$ cat src/hw/rsq_pkg.sv
// Package: constants, register map and types of the reset sequencer
package rsq_pkg;

    // ----------------------------------------------------------------
    // Register map (byte addresses)
    // ----------------------------------------------------------------
    localparam logic [3:0] STATUS_OFFS  = 4'h0;
    localparam logic [3:0] MASK_OFFS    = 4'h4;
    localparam logic [3:0] CONTROL_OFFS = 4'h8;
    localparam logic [3:0] CAUSE_OFFS   = 4'hC;

    // ----------------------------------------------------------------
    // Field positions
    // ----------------------------------------------------------------
    localparam int EV_POR  = 0;
    localparam int EV_PIN  = 1;
    localparam int EV_WDT  = 2;
    localparam int EV_DBG  = 3;
    localparam int EV_BITS = 4;
    localparam int CTL_DBG_RESET = 0;
    localparam int CTL_XTAL_EN   = 1;
    localparam int CTL_WDT_RES   = 2;

    // ----------------------------------------------------------------
    // Reset values and timing
    // ----------------------------------------------------------------
    localparam logic [3:0] STATUS_RESET  = 4'h0;
    localparam logic [3:0] MASK_RESET    = 4'h0;
    localparam logic [2:0] CONTROL_RESET = 3'h4;
    localparam int PIN_MIN_CYCLES   = 3;
    localparam int CLK_MHZ          = 100;
    localparam int STOP_FILTER_NS   = 100;
    localparam int STOP_FILTER_CYC  = (STOP_FILTER_NS * CLK_MHZ + 999) / 1000;
    localparam int POR_CYCLES       = 4096;
    localparam int POR_XTAL_CYCLES  = 16384;

    typedef enum logic [2:0] {
        ST_POWER = 3'h1,
        ST_DELAY = 3'h2,
        ST_RUN   = 3'h4
    } rsq_state_t;

endpackage : rsq_pkg

$ cat src/hw/rsq_filt_if.sv
// Interface: pin filter request and result
`timescale 1ns/1ps
interface rsq_filt_if;
    logic       raw_low;
    logic       stop_mode;
    logic       fire;
    modport ctl (output raw_low, output stop_mode, input fire);
    modport flt (input raw_low, input stop_mode, output fire);
endinterface : rsq_filt_if

$ cat src/hw/rsq_pin_filter.sv
// Glitch filter for the reset and debug pins
`timescale 1ns/1ps
module rsq_pin_filter #(
    parameter int RUN_MIN  = 3,
    parameter int STOP_MIN = 10
) (
    input  wire logic clk,
    input  wire logic rstn,
    rsq_filt_if.flt   f
);
    localparam int CW = $clog2(RUN_MIN + STOP_MIN + 2);
    initial begin
        if (RUN_MIN < 1 || STOP_MIN < 1) $error("filter lengths must be >= 1");
    end

    logic [CW-1:0] cnt_reg;
    logic [CW-1:0] limit;
    assign limit = f.stop_mode ? CW'(STOP_MIN) : CW'(RUN_MIN);

    // ----------------------------------------------------------------
    // Low-time counter
    // ----------------------------------------------------------------
    always_ff @(posedge clk) begin
        if (!rstn) begin
            cnt_reg <= '0;
        end else if (!f.raw_low) begin
            cnt_reg <= '0;
        end else if (cnt_reg < limit) begin
            cnt_reg <= cnt_reg + CW'(1);
        end
    end

    assign f.fire = (cnt_reg >= limit);
endmodule : rsq_pin_filter

$ cat src/hw/rsq_reset_seq.sv
// Top: system reset sequencer with Avalon-MM registers
//
// The Avalon-MM interface to the registers and the register offsets were decided locally.
`timescale 1ns/1ps
// Behaviour
// - Run mode: ignore pin pulses under three clocks
// - Debug request resets system, not debug unit
// - Watchdog time-out resets when reset-configured, in run mode only
// - Delay starts after supply above threshold
// - Hold reset until delay counter expires
// - Crystal enabled gives longer delay
// - Processor fetches reset vector after release
// - Power-on sets power-on cause bit
// - Stop mode: analog-length pin filter
module rsq_reset_seq
    import rsq_pkg::*;
#(
    parameter int POR_COUNT      = rsq_pkg::POR_CYCLES,
    parameter int POR_XTAL_COUNT = rsq_pkg::POR_XTAL_CYCLES
) (
    input  wire logic        clk,
    input  wire logic        rstn,
    input  wire logic        supply_ok,
    input  wire logic        reset_pin_n,
    input  wire logic        debug_pin_n,
    input  wire logic        stop_mode,
    input  wire logic        wdt_timeout,
    output logic             sys_reset,
    output logic             debug_unit_reset,
    output logic             fetch_vector,
    output logic             power_on_cause,
    output logic             irq,
    input  wire logic [3:0]  avs_address,
    input  wire logic        avs_read,
    input  wire logic        avs_write,
    input  wire logic [31:0] avs_writedata,
    output logic [31:0]      avs_readdata,
    output logic             avs_waitrequest
);
    import rsq_pkg::*;

    localparam int CW = $clog2(POR_XTAL_COUNT + 1);
    initial begin
        if (POR_COUNT < 1 || POR_XTAL_COUNT <= POR_COUNT)
            $error("crystal delay must exceed plain delay");
        if (STOP_FILTER_CYC < PIN_MIN_CYCLES)
            $error("stop filter shorter than run filter");
        if (EV_BITS != 4)
            $error("status layout must hold four events");
    end

    // ----------------------------------------------------------------
    // Input synchronisers
    // ----------------------------------------------------------------
    logic [2:0] sup_sync;
    logic [2:0] rst_sync;
    logic [2:0] dbg_sync;
    logic       sup_q;
    logic       rstp_low_q;
    logic       dbgp_low_q;

    always_ff @(posedge clk) begin
        if (!rstn) begin
            sup_sync <= 3'h0;
            rst_sync <= 3'h7;
            dbg_sync <= 3'h7;
        end else begin
            sup_sync <= {sup_sync[1:0], supply_ok};
            rst_sync <= {rst_sync[1:0], reset_pin_n};
            dbg_sync <= {dbg_sync[1:0], debug_pin_n};
        end
    end

    // Level once the last two stages agree, else the old level
    function automatic logic settle(input logic [2:0] s, input logic q_old);
        settle = (s[1] == s[2]) ? s[2] : q_old;
    endfunction : settle

    always_ff @(posedge clk) begin
        if (!rstn) begin
            sup_q <= 1'b0;
        end else begin
            sup_q <= settle(sup_sync, sup_q);
        end
    end

    always_ff @(posedge clk) begin
        if (!rstn) begin
            rstp_low_q <= 1'b0;
        end else begin
            rstp_low_q <= !settle(rst_sync, !rstp_low_q);
        end
    end

    always_ff @(posedge clk) begin
        if (!rstn) begin
            dbgp_low_q <= 1'b0;
        end else begin
            dbgp_low_q <= !settle(dbg_sync, !dbgp_low_q);
        end
    end

    // ----------------------------------------------------------------
    // Pin filters
    // ----------------------------------------------------------------
    rsq_filt_if pin_if ();
    rsq_filt_if dbg_if ();
    logic       pin_fire;
    logic       dbg_fire;

    assign pin_if.raw_low   = rstp_low_q;
    assign pin_if.stop_mode = stop_mode;
    assign pin_fire         = pin_if.fire;
    assign dbg_if.raw_low   = dbgp_low_q & stop_mode;
    assign dbg_if.stop_mode = 1'b1;
    assign dbg_fire         = dbg_if.fire;

    rsq_pin_filter #(
        .RUN_MIN  (PIN_MIN_CYCLES),
        .STOP_MIN (STOP_FILTER_CYC)
    ) u_pin_filt (
        .clk  (clk),
        .rstn (rstn),
        .f    (pin_if.flt)
    );

    rsq_pin_filter #(
        .RUN_MIN  (1),
        .STOP_MIN (1)
    ) u_dbg_filt (
        .clk  (clk),
        .rstn (rstn),
        .f    (dbg_if.flt)
    );

    // ----------------------------------------------------------------
    // Registers
    // ----------------------------------------------------------------
    logic [3:0]  status_reg;
    logic [3:0]  mask_reg;
    logic [2:0]  control_reg;
    logic [3:0]  cause_reg;
    logic        por_flag_reg;
    logic [31:0] rdata_next;
    logic        wr_status;
    logic        wr_mask;
    logic        wr_ctl;
    logic        dbg_req;
    logic        wdt_req;
    logic        pin_req;
    logic        stop_dbg_req;
    logic        por_event;
    logic [3:0]  events;
    rsq_state_t  state_reg;
    logic [CW-1:0] cnt_reg;
    logic        rd_done_reg;

    // ----------------------------------------------------------------
    // Bus decode
    // ----------------------------------------------------------------
    function automatic logic hit(input logic [3:0] addr, input logic [3:0] offs);
        hit = (addr == offs);
    endfunction : hit

    // Last count of the delay, by oscillator choice
    function automatic logic [CW-1:0] delay_limit(input logic xtal);
        delay_limit = xtal ? CW'(POR_XTAL_COUNT - 1) : CW'(POR_COUNT - 1);
    endfunction : delay_limit

    assign wr_status = avs_write && hit(avs_address, STATUS_OFFS);
    assign wr_mask   = avs_write && hit(avs_address, MASK_OFFS);
    assign wr_ctl    = avs_write && hit(avs_address, CONTROL_OFFS);

    // ----------------------------------------------------------------
    // Reset requests
    // ----------------------------------------------------------------
    // Debug reset request
    assign dbg_req = wr_ctl && avs_writedata[CTL_DBG_RESET] && !stop_mode;
    assign wdt_req = wdt_timeout && control_reg[CTL_WDT_RES] && !stop_mode;
    assign pin_req = pin_fire;
    assign stop_dbg_req = dbg_fire;
    assign por_event    = (state_reg != ST_RUN) && !sup_q;

    // Watchdog time-out flags status in either response mode
    assign events = {dbg_req | stop_dbg_req, wdt_timeout, pin_req, por_event};

    // Control bits; debug request bit self-clears
    always_ff @(posedge clk) begin
        if (!rstn) begin
            control_reg <= CONTROL_RESET;
        end else if (wr_ctl) begin
            control_reg <= {avs_writedata[CTL_WDT_RES], avs_writedata[CTL_XTAL_EN], 1'b0};
        end
    end

    always_ff @(posedge clk) begin
        if (!rstn) begin
            mask_reg <= MASK_RESET;
        end else if (wr_mask) begin
            mask_reg <= avs_writedata[3:0];
        end
    end

    // Sticky status, set wins over write-one-clear
    always_ff @(posedge clk) begin
        if (!rstn) begin
            status_reg <= STATUS_RESET;
        end else begin
            status_reg <= (status_reg & ~(wr_status ? avs_writedata[3:0] : 4'h0)) | events;
        end
    end

    // Last event seen
    always_ff @(posedge clk) begin
        if (!rstn) begin
            cause_reg <= 4'h0;
        end else if (|events) begin
            cause_reg <= events;
        end
    end

    // Power-on cause bit, set wins over clear
    always_ff @(posedge clk) begin
        if (!rstn) begin
            por_flag_reg <= 1'b0;
        end else if (por_event) begin
            por_flag_reg <= 1'b1;
        end else if (wr_status && avs_writedata[EV_POR]) begin
            por_flag_reg <= 1'b0;
        end
    end

    // ----------------------------------------------------------------
    // Sequencer
    // ----------------------------------------------------------------
    always_ff @(posedge clk) begin
        if (!rstn) begin
            state_reg <= ST_POWER;
            cnt_reg   <= '0;
        end else begin
            case (state_reg)
                ST_POWER: begin
                    cnt_reg <= '0;
                    if (sup_q) state_reg <= ST_DELAY;
                end
                ST_DELAY: begin
                    if (!sup_q) begin
                        state_reg <= ST_POWER;
                    end else if (cnt_reg >= delay_limit(control_reg[CTL_XTAL_EN])) begin
                        state_reg <= ST_RUN;
                    end else begin
                        cnt_reg <= cnt_reg + CW'(1);
                    end
                end
                ST_RUN: begin
                    cnt_reg <= '0;
                    if (!sup_q) begin
                        state_reg <= ST_POWER;
                    end else if (pin_req | wdt_req | dbg_req | stop_dbg_req) begin
                        state_reg <= ST_DELAY;
                    end
                end
                default: begin
                    state_reg <= ST_POWER;
                end
            endcase
        end
    end

    // ----------------------------------------------------------------
    // Reset outputs
    // ----------------------------------------------------------------
    logic run_d;

    always_ff @(posedge clk) begin
        if (!rstn) begin
            sys_reset <= 1'b1;
        end else begin
            sys_reset <= (state_reg != ST_RUN);
        end
    end

    always_ff @(posedge clk) begin
        if (!rstn) begin
            debug_unit_reset <= 1'b1;
        end else begin
            debug_unit_reset <= (state_reg == ST_POWER) && !sup_q;
        end
    end

    always_ff @(posedge clk) begin
        if (!rstn) begin
            run_d        <= 1'b0;
            fetch_vector <= 1'b0;
        end else begin
            run_d        <= (state_reg == ST_RUN);
            fetch_vector <= (state_reg == ST_RUN) && !run_d;
        end
    end

    // ----------------------------------------------------------------
    // Interrupt and power-on cause
    // ----------------------------------------------------------------
    assign power_on_cause = por_flag_reg;
    assign irq            = |(status_reg & mask_reg);

    // ----------------------------------------------------------------
    // Register read port
    // ----------------------------------------------------------------
    // One wait state per read, so registered data stands at the accept edge
    always_ff @(posedge clk) begin
        if (!rstn) begin
            rd_done_reg <= 1'b0;
        end else begin
            rd_done_reg <= avs_read && !rd_done_reg;
        end
    end

    assign avs_waitrequest = avs_read && !rd_done_reg;

    always_comb begin
        rdata_next = 32'h0;
        case (avs_address)
            STATUS_OFFS:  rdata_next = {28'h0, status_reg};
            MASK_OFFS:    rdata_next = {28'h0, mask_reg};
            CONTROL_OFFS: rdata_next = {29'h0, control_reg};
            CAUSE_OFFS:   rdata_next = {27'h0, por_flag_reg, cause_reg};
            default:      rdata_next = 32'h0;
        endcase
    end

    always_ff @(posedge clk) begin
        if (!rstn) begin
            avs_readdata <= 32'h0;
        end else begin
            avs_readdata <= rdata_next;
        end
    end
endmodule : rsq_reset_seq

$ cat config.mk
export PLATFORM = sky130hd
export DESIGN_NAME = rsq_reset_seq
export DESIGN_NICKNAME = d
export VERILOG_FILES = /design/src/hw/rsq_pkg.sv /design/src/hw/rsq_filt_if.sv /design/src/hw/rsq_pin_filter.sv /design/src/hw/rsq_reset_seq.sv
export SDC_FILE = /design/constraint.sdc
export NUM_CORES = 1
export LEC_CHECK = 0
export BUFFER_PORTS_ARGS = -buffer_cell sky130_fd_sc_hd__buf_2
export CAP_MARGIN = 0
export CORE_UTILIZATION = 47
export DETAILED_ROUTE_END_ITERATION = 12
export PLACE_DENSITY = 0.74
export SYNTH_ARGS = -nofsm -noshare
export SYNTH_HDL_FRONTEND = slang
export SYNTH_HIERARCHICAL = 1
export SYNTH_SLANG_ARGS = --single-unit
$ cat constraint.sdc
create_clock -name clk -period 4.54 [get_ports clk]
set_input_delay 0.454 -clock clk [delete_from_list [all_inputs] [get_ports clk]]
set_output_delay 0.454 -clock clk [all_outputs]
set_load 0.01 [all_outputs]
=== Word level (Yosys, flattened, before mapping) ===
Cells that the tools add are included.

* Logic and storage cells: 100
* Register bits after elaboration: 88

* Bitwise logic cells: 9
* Multiplexer cells: 17
* Equality and inequality tests: 15
* Add/subtract/negate cells: 3
* Reduce and logical (&&, ||, !) cells: 30
* $lt $le $gt $ge: 5

{| class="wikitable"
|+ Operator list
! cell !! count
|-
| two-way mux 15 bit || 2
|-
| case mux 15 bit (2 select lines) || 1
|-
| case mux 5 bit (4 select lines) || 1
|-
| adder 15 x 1 -> 15 bit (second input constant) || 1
|-
| greater-or-equal comparator 15 x 14 -> 1 bit || 1
|-
| two-way mux 3 bit || 5
|-
| two-way mux 14 bit || 1
|-
| logical AND 1 bit || 12
|-
| != test 3 bit (second input constant) || 3
|-
| case mux 3 bit (3 select lines) || 1
|-
| AND 4 bit || 2
|-
| == test 4 bit (second input constant) || 2
|-
| logical NOT 1 bit || 8
|-
| two-way mux 4 bit || 2
|-
| OR reduction 4 bit || 2
|-
| != test 2 bit (second input constant) || 3
|-
| AND reduction 3 bit || 2
|-
| adder 4 x 1 -> 4 bit (second input constant) || 1
|-
| == test 4 x 3 -> 1 bit (second input constant) || 1
|-
| greater-or-equal comparator 4 bit || 1
|-
| logical NOT 4 bit || 1
|-
| < comparator 4 bit || 1
|-
| two-way mux 1 bit || 4
|-
| inverter 4 bit || 1
|-
| other kinds (13) || 20
|}

=== Depth between registers and ports, before layout ===
Gate-level depths: netlist (run 1).

* Depth in word-level cells: 9
* Mapped depth: 8
* Mapped depth without buffers: 8

=== Hierarchy ===
The synthesis (run 1) kept the hierarchy.

{| class="wikitable"
|+ Modules (own cells, without submodules)
! module !! area an instance (um^2) !! cells an instance !! instances !! sequential area each (um^2)
|-
| rsq_reset_seq || 2,583.7 || 284 || 1 || 1,101.1
|-
| rsq_pin_filter (u_pin_filt) || 252.7 || 30 || 1 || 80.1
|-
| rsq_pin_filter (u_dbg_filt) || 93.8 || 11 || 1 || 40.0
|}

=== Least setup slack after synthesis (run 1) ===
OpenSTA, ideal clock, no wires.

* Kind: reg2reg
* From: register control_reg[1]
* To: register cnt_reg[1] (netlist name)
* Buffers on the path: 1
* Setup time: 0.115 ns
* Cell stages (with the launch flop): 9
* Arrival time: 1.909 ns
* Period minus slack after synthesis: 2.023 ns
* Setup slack: 2.517 ns
* Path through: dfxtp_1 inv_1 ha_1 nand4b_1 or4_1 nand3b_2 buf_2 nor2_1 o21a_1

{| class="wikitable"
|+ RTL lines
! item !! RTL line !! RTL
|-
| start: declaration || rsq_reset_seq.sv:141 || <nowiki>logic [2:0] control_reg;</nowiki>
|-
| start signal: assignment || rsq_reset_seq.sv:192 || <nowiki>control_reg <= {avs_writedata[CTL_WDT_RES], avs_writedata[CTL_XTAL_EN], 1'b0};</nowiki>
|}

==> flow_metrics.env, run 1 <==
export IMPL_outcome="complete, no violations"
export IMPL_maxSlewViolCount=0
export IMPL_grt_pass1_vias=1969
export IMPL_start_kind="flop"
export IMPL_wl_per_cell_um=12.3
export IMPL_finalCriticalPeriod_ns=2.33
export IMPL_reg2reg_slack_ns=2.21
export IMPL_crit_cells=6
export IMPL_p_per_area_nw_per_um2=335
export IMPL_rows=28
export IMPL_final_area_sq_um=3220
export IMPL_cts_tree="built"
export IMPL_fin_cells=433
export IMPL_clk_pin_slew_worst_paths_ns=0.08
export IMPL_crit_slowest_cell="or4_1"
export IMPL_cts_buffers=9
export IMPL_end_kind="flop"
export IMPL_ios=83
export IMPL_yosysWarningCount=6
export IMPL_clkSinkCount=61
export IMPL_hold_buffers=0
export IMPL_worstRegToRegCells=6
export IMPL_largest_reg_flops=15
export IMPL_grt_pass1_wl_um=8950
export IMPL_timing_rr_start="control_reg[1]"
export IMPL_cts_htree_levels=3
export IMPL_p_int_uw=817
export IMPL_grt_total_usage_pct=18.1
export IMPL_hold_worst_slack_ns=0.288
export IMPL_ir_worst_vdd_v=0.000229
export IMPL_cts_setup_buffers=0
export IMPL_viasPerCell=5.38
export IMPL_vias=2328
export IMPL_port_buffer_count=27
export IMPL_setup_viol=0
export IMPL_drive_above_1_share_pct=13.7
export IMPL_cap_viol_max_count=0
export IMPL_die_area_sq_um=6550
export IMPL_cp_slowest_stage_delay_ns=0.58
export IMPL_grt_max_degree=44
export IMPL_r2r_end="cnt_reg[5]"
export IMPL_placed_area_sq_um=3020
export IMPL_post_route_period_util_pct=51.4
export IMPL_final_antenna_net_count=0
export IMPL_required_ns=4.79
export IMPL_dp_hpwl_um=3710
export IMPL_p_comb_share_pct=4.8
export IMPL_die_y_um=80.9
export IMPL_drtIter0Drc=183
export IMPL_gp_congestion=0.838
export IMPL_path_buf_inv=1
export IMPL_critical_path_class="reg -> reg"
export IMPL_initial_utilization_pct=49.1
export IMPL_grt_ovfl_total=0
export IMPL_fin_tns_setup_ns=0
export IMPL_rsz0062_at_grt="no"
export IMPL_max_slew_margin_rel_pct=56.7
export IMPL_cts_resized_gates=0
export IMPL_fin_total_pwr_uw=1080
export IMPL_post_route_drc_count=0
export IMPL_fmax_ghz=0.429
export IMPL_synthToLayoutAreaGrowth_pct=9.92
export IMPL_critPathArrivalTime_ns=2.59
export IMPL_syn_area_per_cell_sq_um=9.03
export IMPL_fin_worst_skew_ns=0.0105
export IMPL_clk_latency_ns=0.34
export IMPL_min_path_type="in -> reg"
export IMPL_diodes=0
export IMPL_hold_viol=0
export IMPL_fin_nets=405
export IMPL_synthCells=324
export IMPL_power_share_switching_pct=24.2
export IMPL_core_area_sq_um=5960
export IMPL_worstSetupStartpoint="control_reg[1]"
export IMPL_crit_end="cnt_reg[5]"
export IMPL_root_buffer="clkbuf_8"
export IMPL_netlist_area_sq_um=2930
export IMPL_p_sw_uw=261
export IMPL_fill_cells=580
export IMPL_grt_antenna_before_repair=0
export IMPL_fp_dieW_um=80.9
export IMPL_clk_path_buf_depth=2
export IMPL_worst_pin_slew_ns=0.649
export IMPL_clockPowerShare_pct=44.4
export IMPL_dp_cells=417
export IMPL_critPathTopFamily="simple AND/OR/NAND/NOR gates"
export IMPL_p_leak_uw=0.00133
export IMPL_cp_max_fo=18
export IMPL_routed_wl_um=5340
export IMPL_seqPwrFrac_pct=50.8
export IMPL_path_cells="inv_1 > ha_1 > a2111oi_4 > nand3b_2 > or4_1 > a21oi_1"
export IMPL_first_pass_iters=7
[per-layer routing]
metal	up-vias	wire, um	global-route usage, %
met5	-	0	0
met4	0	80	7.50
met3	8	275	5.73
met2	76	2550	28.7
met1	1086	2430	22.8
li1	1158	-	-
[layout make-up]
| class | instances | area [sq um] | share of cell area (%) |
|---|---|---|---|
| repair buffers | 27 | 135 | 4.20 |
| flip-flops and latches | 61 | 1220 | 38.0 |
| well taps | 75 | 93.8 | 2.92 |
| inverters | 13 | 48.8 | 1.52 |
| multi-input cells | 241 | 1520 | 47.3 |
| clock inverters | 7 | 73.8 | 2.29 |
| clock buffers | 9 | 124 | 3.85 |
[how the worst min path moves through the flow]
stage | start | end | slack (ns) | cells past startpoint
final | reset_pin_n | rst_sync[0] | 0.29 | 2
after global routing | debug_pin_n | dbg_sync[0] | 0.27 | 2
after CTS | reset_pin_n | rst_sync[0] | 0.28 | 2
after detailed placement | run_d | fetch_vector | 0.38 | 1
after global placement | run_d | fetch_vector | 0.38 | 1
after floorplan | run_d | fetch_vector | 0.37 | 1
[power groups by stage]
stage	combinational (uW)	clock, uW	sequential [uW]
final	52.0	479	547
after global routing	59.4	518	548
after CTS	51.9	491	547
after detailed placement	51.8	0	559
after global placement	50.6	0	559
after floorplan	52.3	0	559
[cell usage in the layout (no fill, tap or decap), types with 8 or more instances in the layout]
cell type and instances:
a21oi_1 16, buf_2 27, clkbuf_8 9, conb_1 27
dfxtp_1 61, inv_1 13, mux2i_1 10, nand2_1 32
nand2b_1 9, nand3_1 9, nor2_1 20, nor2b_1 15
o21ai_0 8, or4_1 8
[metrics by stage]
stage,worst slack [ns],utilization (%)
6_report,2.21,54.0
5_1_grt,2.06,54.0
4_1_cts,2.18,54.0
3_5_place_dp,2.03,50.7
3_3_place_gp,2.07,50.7
2_1_floorplan,2.52,-
(Power assumes the default switching activity.)
==> run 2, diff against run 1 <==
==> constraint.sdc (replaced) <==
create_clock -name clk -period 2.19 [get_ports clk]
set_input_delay 0.219 -clock clk [delete_from_list [all_inputs] [get_ports clk]]
set_output_delay 0.219 -clock clk [all_outputs]
set_load 0.01 [all_outputs]
==> flow_metrics.env, run 2 (same netlist as run 1, synthesis figures left out) <==
export IMPL_outcome="complete, no violations"
export IMPL_final_antenna_net_count=0
export IMPL_final_util_pct=56.5
export IMPL_core_area_sq_um=5960
export IMPL_clkSinkCount=61
export IMPL_fp_dieW_um=80.9
export IMPL_placed_area_sq_um=3140
export IMPL_clk_pin_slew_worst_paths_ns=0.07
export IMPL_maxSlewViolCount=0
export IMPL_ios=83
export IMPL_grt_pass1_vias=2126
export IMPL_first_pass_iters=6
export IMPL_drive_above_1_share_pct=18.6
export IMPL_layout_common_cells="61 x dfxtp_1, 32 x nand2_1, 27 x conb_1, 27 x buf_2, 20 x nor2_1"
export IMPL_post_route_period_util_pct=93.8
export IMPL_synthToLayoutAreaGrowth_pct=15.0
export IMPL_critPathArrivalTime_ns=2.33
export IMPL_hold_viol=0
export IMPL_setup_viol=0
export IMPL_fin_tns_setup_ns=0
export IMPL_routed_wl_um=5670
export IMPL_initial_utilization_pct=49.1
export IMPL_p_per_area_nw_per_um2=632
export IMPL_critPathTopFamily="simple AND/OR/NAND/NOR gates"
export IMPL_critical_path_class="reg -> reg"
export IMPL_grt_max_degree=24
export IMPL_port_buffer_count=27
export IMPL_die_area_sq_um=6550
export IMPL_fin_total_pwr_uw=2130
export IMPL_start_kind="flop"
export IMPL_cp_slowest_stage_delay_ns=0.50
export IMPL_cts_htree_levels=3
export IMPL_cts_tree="built"
export IMPL_grt_total_usage_pct=19.0
export IMPL_finalCriticalPeriod_ns=2.06
export IMPL_cap_viol_max_count=0
export IMPL_end_kind="flop"
export IMPL_fin_worst_skew_ns=0.00726
export IMPL_final_common_cell="dfxtp_1"
export IMPL_required_ns=2.46
export IMPL_vias=2340
export IMPL_fin_nets=423
export IMPL_grt_pass1_wl_um=9330
export IMPL_crit_slowest_cell="or4_1"
export IMPL_ir_worst_vdd_v=0.000450
export IMPL_cts_buffers=9
export IMPL_final_area_sq_um=3360
export IMPL_cp_max_fo=5
export IMPL_p_leak_uw=0.00140
export IMPL_largest_reg_flops=15
export IMPL_viasPerCell=5.19
export IMPL_clk_latency_ns=0.35
export IMPL_path_buf_inv=2
export IMPL_grt_antenna_before_repair=0
export IMPL_rsz0062_at_grt="no"
export IMPL_drtIter0Drc=117
export IMPL_gp_congestion=0.877
export IMPL_root_buffer="clkbuf_8"
export IMPL_grt_ovfl_total=0
export IMPL_clk_path_buf_depth=2
export IMPL_min_path_type="in -> reg"
export IMPL_wl_per_cell_um=12.6
export IMPL_fmax_ghz=0.487
export IMPL_post_route_drc_count=0
export IMPL_dp_hpwl_um=4090
export IMPL_die_y_um=80.9
export IMPL_diodes=0
export IMPL_rows=28
export IMPL_path_cells="inv_1 > ha_4 > a2111oi_4 > buf_4 > nand3b_4 > or4_1 > a21oi_1"
run 2: changes by cell type in the layout (fill, tap and decap cells not counted), sizes merged:
cell / change
bufinv: -1
nand3b: +1
buf: +17
clkinvlp: +1
run 2: through the flow:
stage	worst slack [ns]	instances	hold slack [ns]
6_report	0.135	451	0.0469
5_1_grt	0.0267	451	0.0357
4_1_cts	0.00306	449	0.0355
3_5_place_dp	0.0239	433	0.375
3_3_place_gp	0.0563	433	0.372
2_1_floorplan	0.167	350	0.296
run 2: metal layers:
metal | routed length (um) | track usage, % | up-vias | part of all wire, %
li1 | - | - | 1191 | -
met5 | 0 | 0 | - | 0
met1 | 2690 | 22.8 | 1079 | 47
met2 | 2620 | 30.3 | 59 | 46
met3 | 252 | 5.96 | 11 | 4.4
met4 | 105 | 10.4 | 0 | 1.9
run 2: power breakdown:
part / leakage (uW) / switching (uW) / internal, uW
combinational: 0.000819 / 70.8 / 41.9
clock: 0.0000856 / 468 / 412
sequential: 0.000495 / 7.77 / 1130
run 2: layout make-up:
| cell class | instances | area, sq um |
|---|---|---|
| clock inverter | 7 | 51.3 |
| timing repair buffer | 44 | 263 |
| clock buffer | 9 | 124 |
| tap | 75 | 93.8 |
| multi-input combinational | 242 | 1560 |
| sequential | 61 | 1220 |
| fill | 541 | 2590 |
| inverter | 13 | 48.8 |
run 2: repair_timing:
action | CTS | global route
hold buffers | 0 | 0
buffers inserted | 0 | 1
gates resized for setup | 0 | 5
endpoints found under the setup margin | 0 | 11
run 2: path summary, 6_finish.rpt:
path / slack [ns] / startpoint / endpoint / cells after the start
min: 0.05 / debug_pin_n / dbg_sync[0] / 2
min reg2reg: 0.39 / run_d / fetch_vector / 1
max reg2reg: 0.13 / control_reg[1] / cnt_reg[5] / 7
max: 0.13 / control_reg[1] / cnt_reg[5] / 7
run 2: worst reg2reg max path, stage by stage, from the launching register on:
cell	delay (ns)
dfxtp_1	0.34
inv_1	0.09
ha_4	0.27
a2111oi_4	0.34
buf_4	0.19
nand3b_4	0.10
or4_1	0.50
a21oi_1	0.15
==> run 3, diff against run 2 <==
--- a/config.mk
+++ b/config.mk
@@ -8,8 +8,9 @@
 export BUFFER_PORTS_ARGS = -buffer_cell sky130_fd_sc_hd__buf_2
 export CAP_MARGIN = 0
 export CORE_UTILIZATION = 47
+export CTS_BUF_LIST = sky130_fd_sc_hd__clkbuf_8
 export DETAILED_ROUTE_END_ITERATION = 12
-export PLACE_DENSITY = 0.74
+export PLACE_DENSITY = 0.77
 export SYNTH_ARGS = -nofsm -noshare
 export SYNTH_HDL_FRONTEND = slang
 export SYNTH_HIERARCHICAL = 1
==> constraint.sdc (replaced) <==
create_clock -name clk -period 1.8 [get_ports clk]
set_input_delay 0.18 -clock clk [delete_from_list [all_inputs] [get_ports clk]]
set_output_delay 0.18 -clock clk [all_outputs]
set_load 0.01 [all_outputs]
==> flow_metrics.env, run 3 (same netlist as run 1, synthesis figures left out) <==
export IMPL_ir_worst_vdd_v=0.000516
export IMPL_end_kind="flop"
export IMPL_maxSlewViolCount=0
export IMPL_fmax_ghz=0.525
export IMPL_routed_wl_um=6380
export IMPL_drtIter0Drc=129
export IMPL_first_pass_iters=5
export IMPL_grt_ovfl_total=0
export IMPL_p_per_area_nw_per_um2=738
export IMPL_cts_htree_levels=3
export IMPL_clk_path_buf_depth=2
export IMPL_synthToLayoutAreaGrowth_pct=26.9
export IMPL_root_buffer="clkbuf_8"
export IMPL_fp_dieW_um=80.9
export IMPL_placed_area_sq_um=3320
export IMPL_wl_per_cell_um=13.3
export IMPL_critPathArrivalTime_ns=2.18
export IMPL_cap_viol_max_count=0
export IMPL_multiInputGateArea_sq_um=1660
export IMPL_min_path_type="in -> reg"
export IMPL_rows=28
export IMPL_gp_congestion=0.869
export IMPL_r2r_end="cnt_reg[0]"
export IMPL_diodes=0
export IMPL_viasPerCell=5.31
export IMPL_hold_path_depth=2
export IMPL_fin_worst_skew_ns=0.00996
export IMPL_largest_reg_flops=15
export IMPL_final_antenna_net_count=0
export IMPL_outcome="complete, but fails checks"
export IMPL_path_cells="inv_2 > ha_4 > nand4_1 > or4_4 > nand3b_4 > buf_6 > and3_4 > o21a_1"
export IMPL_layout_common_cells="58 x dfxtp_1, 42 x buf_4, 32 x nand2_1, 27 x conb_1, 27 x buf_2"
export IMPL_setup_ws_ns=-0.104
export IMPL_regArea_sq_um=1220
export IMPL_grt_antenna_before_repair=0
export IMPL_final_util_pct=62.4
export IMPL_core_area_sq_um=5960
export IMPL_p_leak_uw=0.00159
export IMPL_fin_nets=451
export IMPL_dp_cells=452
export IMPL_final_common_cell="dfxtp_1"
export IMPL_place_ws_ns=-0.175
export IMPL_holdPathEnd="rst_sync[0]"
export IMPL_grt_pass1_vias=2252
export IMPL_failed_checks="setup timing"
export IMPL_vias=2542
export IMPL_clkSinkCount=61
export IMPL_crit_slowest_cell="or4_4"
export IMPL_cp_slowest_stage_delay_ns=0.55
export IMPL_cp_max_fo=6
export IMPL_grt_total_usage_pct=20.2
export IMPL_clk_latency_ns=0.34
export IMPL_cts_buffers=9
export IMPL_port_buffer_count=27
export IMPL_die_y_um=80.9
export IMPL_fill_cells=506
export IMPL_rsz0062_at_grt="yes"
export IMPL_post_route_period_util_pct=106
export IMPL_reg2reg_slack_ns=-0.10
export IMPL_required_ns=2.08
export IMPL_timing_rr_start="control_reg[1]"
export IMPL_setup_viol=15
export IMPL_fin_total_pwr_uw=2740
export IMPL_clk_pin_slew_worst_paths_ns=0.07
export IMPL_initial_utilization_pct=49.1
export IMPL_hp_start="reset_pin_n"
export IMPL_post_route_drc_count=0
export IMPL_grt_pass1_wl_um=10000
export IMPL_ios=83
export IMPL_worstRegToRegCells=8
export IMPL_dp_hpwl_um=4290
export IMPL_die_area_sq_um=6550
export IMPL_drive_above_1_share_pct=27.7
export IMPL_grt_max_degree=26
export IMPL_final_area_sq_um=3710
export IMPL_fin_cells=479
export IMPL_cts_tree="built"
export IMPL_hold_viol=0
export IMPL_finalCriticalPeriod_ns=1.90
export IMPL_start_kind="flop"
export IMPL_critical_path_class="reg -> reg"
## run 3: cell count changes in the layout (fill, tap and decap cells not counted), sizes merged
cell / change
buf: +27
bufinv: +1
dlygate4sd3: +1
inv: -1
## run 3: how the worst max path moves through the flow
stage / from / end / slack [ns] / depth (start not counted)
CTS: control_reg[1] / cnt_reg[13] / -0.08 / 7
global placement: control_reg[1] / cnt_reg[5] / -0.12 / 6
detailed placement: control_reg[1] / cnt_reg[5] / -0.17 / 6
finish: control_reg[1] / cnt_reg[0] / -0.10 / 8
floorplan: control_reg[1] / cnt_reg[5] / -0.02 / 6
global route: control_reg[1] / cnt_reg[8] / -0.18 / 9
## run 3: cell type report
class / instances / area share [%]
Multi-Input combinational cell: 242 / 44.8
Sequential cell: 61 / 33.0
Timing Repair Buffer: 72 / 13.0
Clock buffer: 9 / 3.34
Tap cell: 75 / 2.53
Clock inverter: 7 / 2.06
Inverter: 13 / 1.31
## run 3: worst max-delay path, delay by kind of cell (launching register included)
kind	cells	cell delay [ns]
compound gates	1	0.11
simple gates	4	0.95
flops	1	0.33
buf+inv	2	0.18
fa+ha+maj	1	0.27
## run 3: stage by stage
step                hold WS (ns)  setup TNS [ns]
floorplan                  0.257         -0.0343
global placement           0.367          -0.804
detailed placement         0.367           -1.21
CTS                      0.00430          -0.605
global route              0.0206           -1.99
finish                    0.0191          -0.789
## run 3: power by group
group	internal [uW]	switching, uW
sequential	1370	9.65
clock	642	570
combinational	58.5	90.9
total	2070	671
## run 3: what timing repair did
item | in CTS | in global routing
pin swaps | 7 | 4
cloned | 1 | 0
endpoints found under the setup margin | 16 | 20
resized for setup | 6 | 12
hold endpoints to repair | 1 | 0
buffers inserted | 7 | 2
hold buffers | 1 | 0
## run 3: metal layers
layer,track usage [%],vias up,share of wire [%]
li1,-,1252,-
met1,26.2,1200,45
met2,31.8,79,48
met3,4.83,11,5.2
met4,9.11,0,1.9
met5,0,-,0
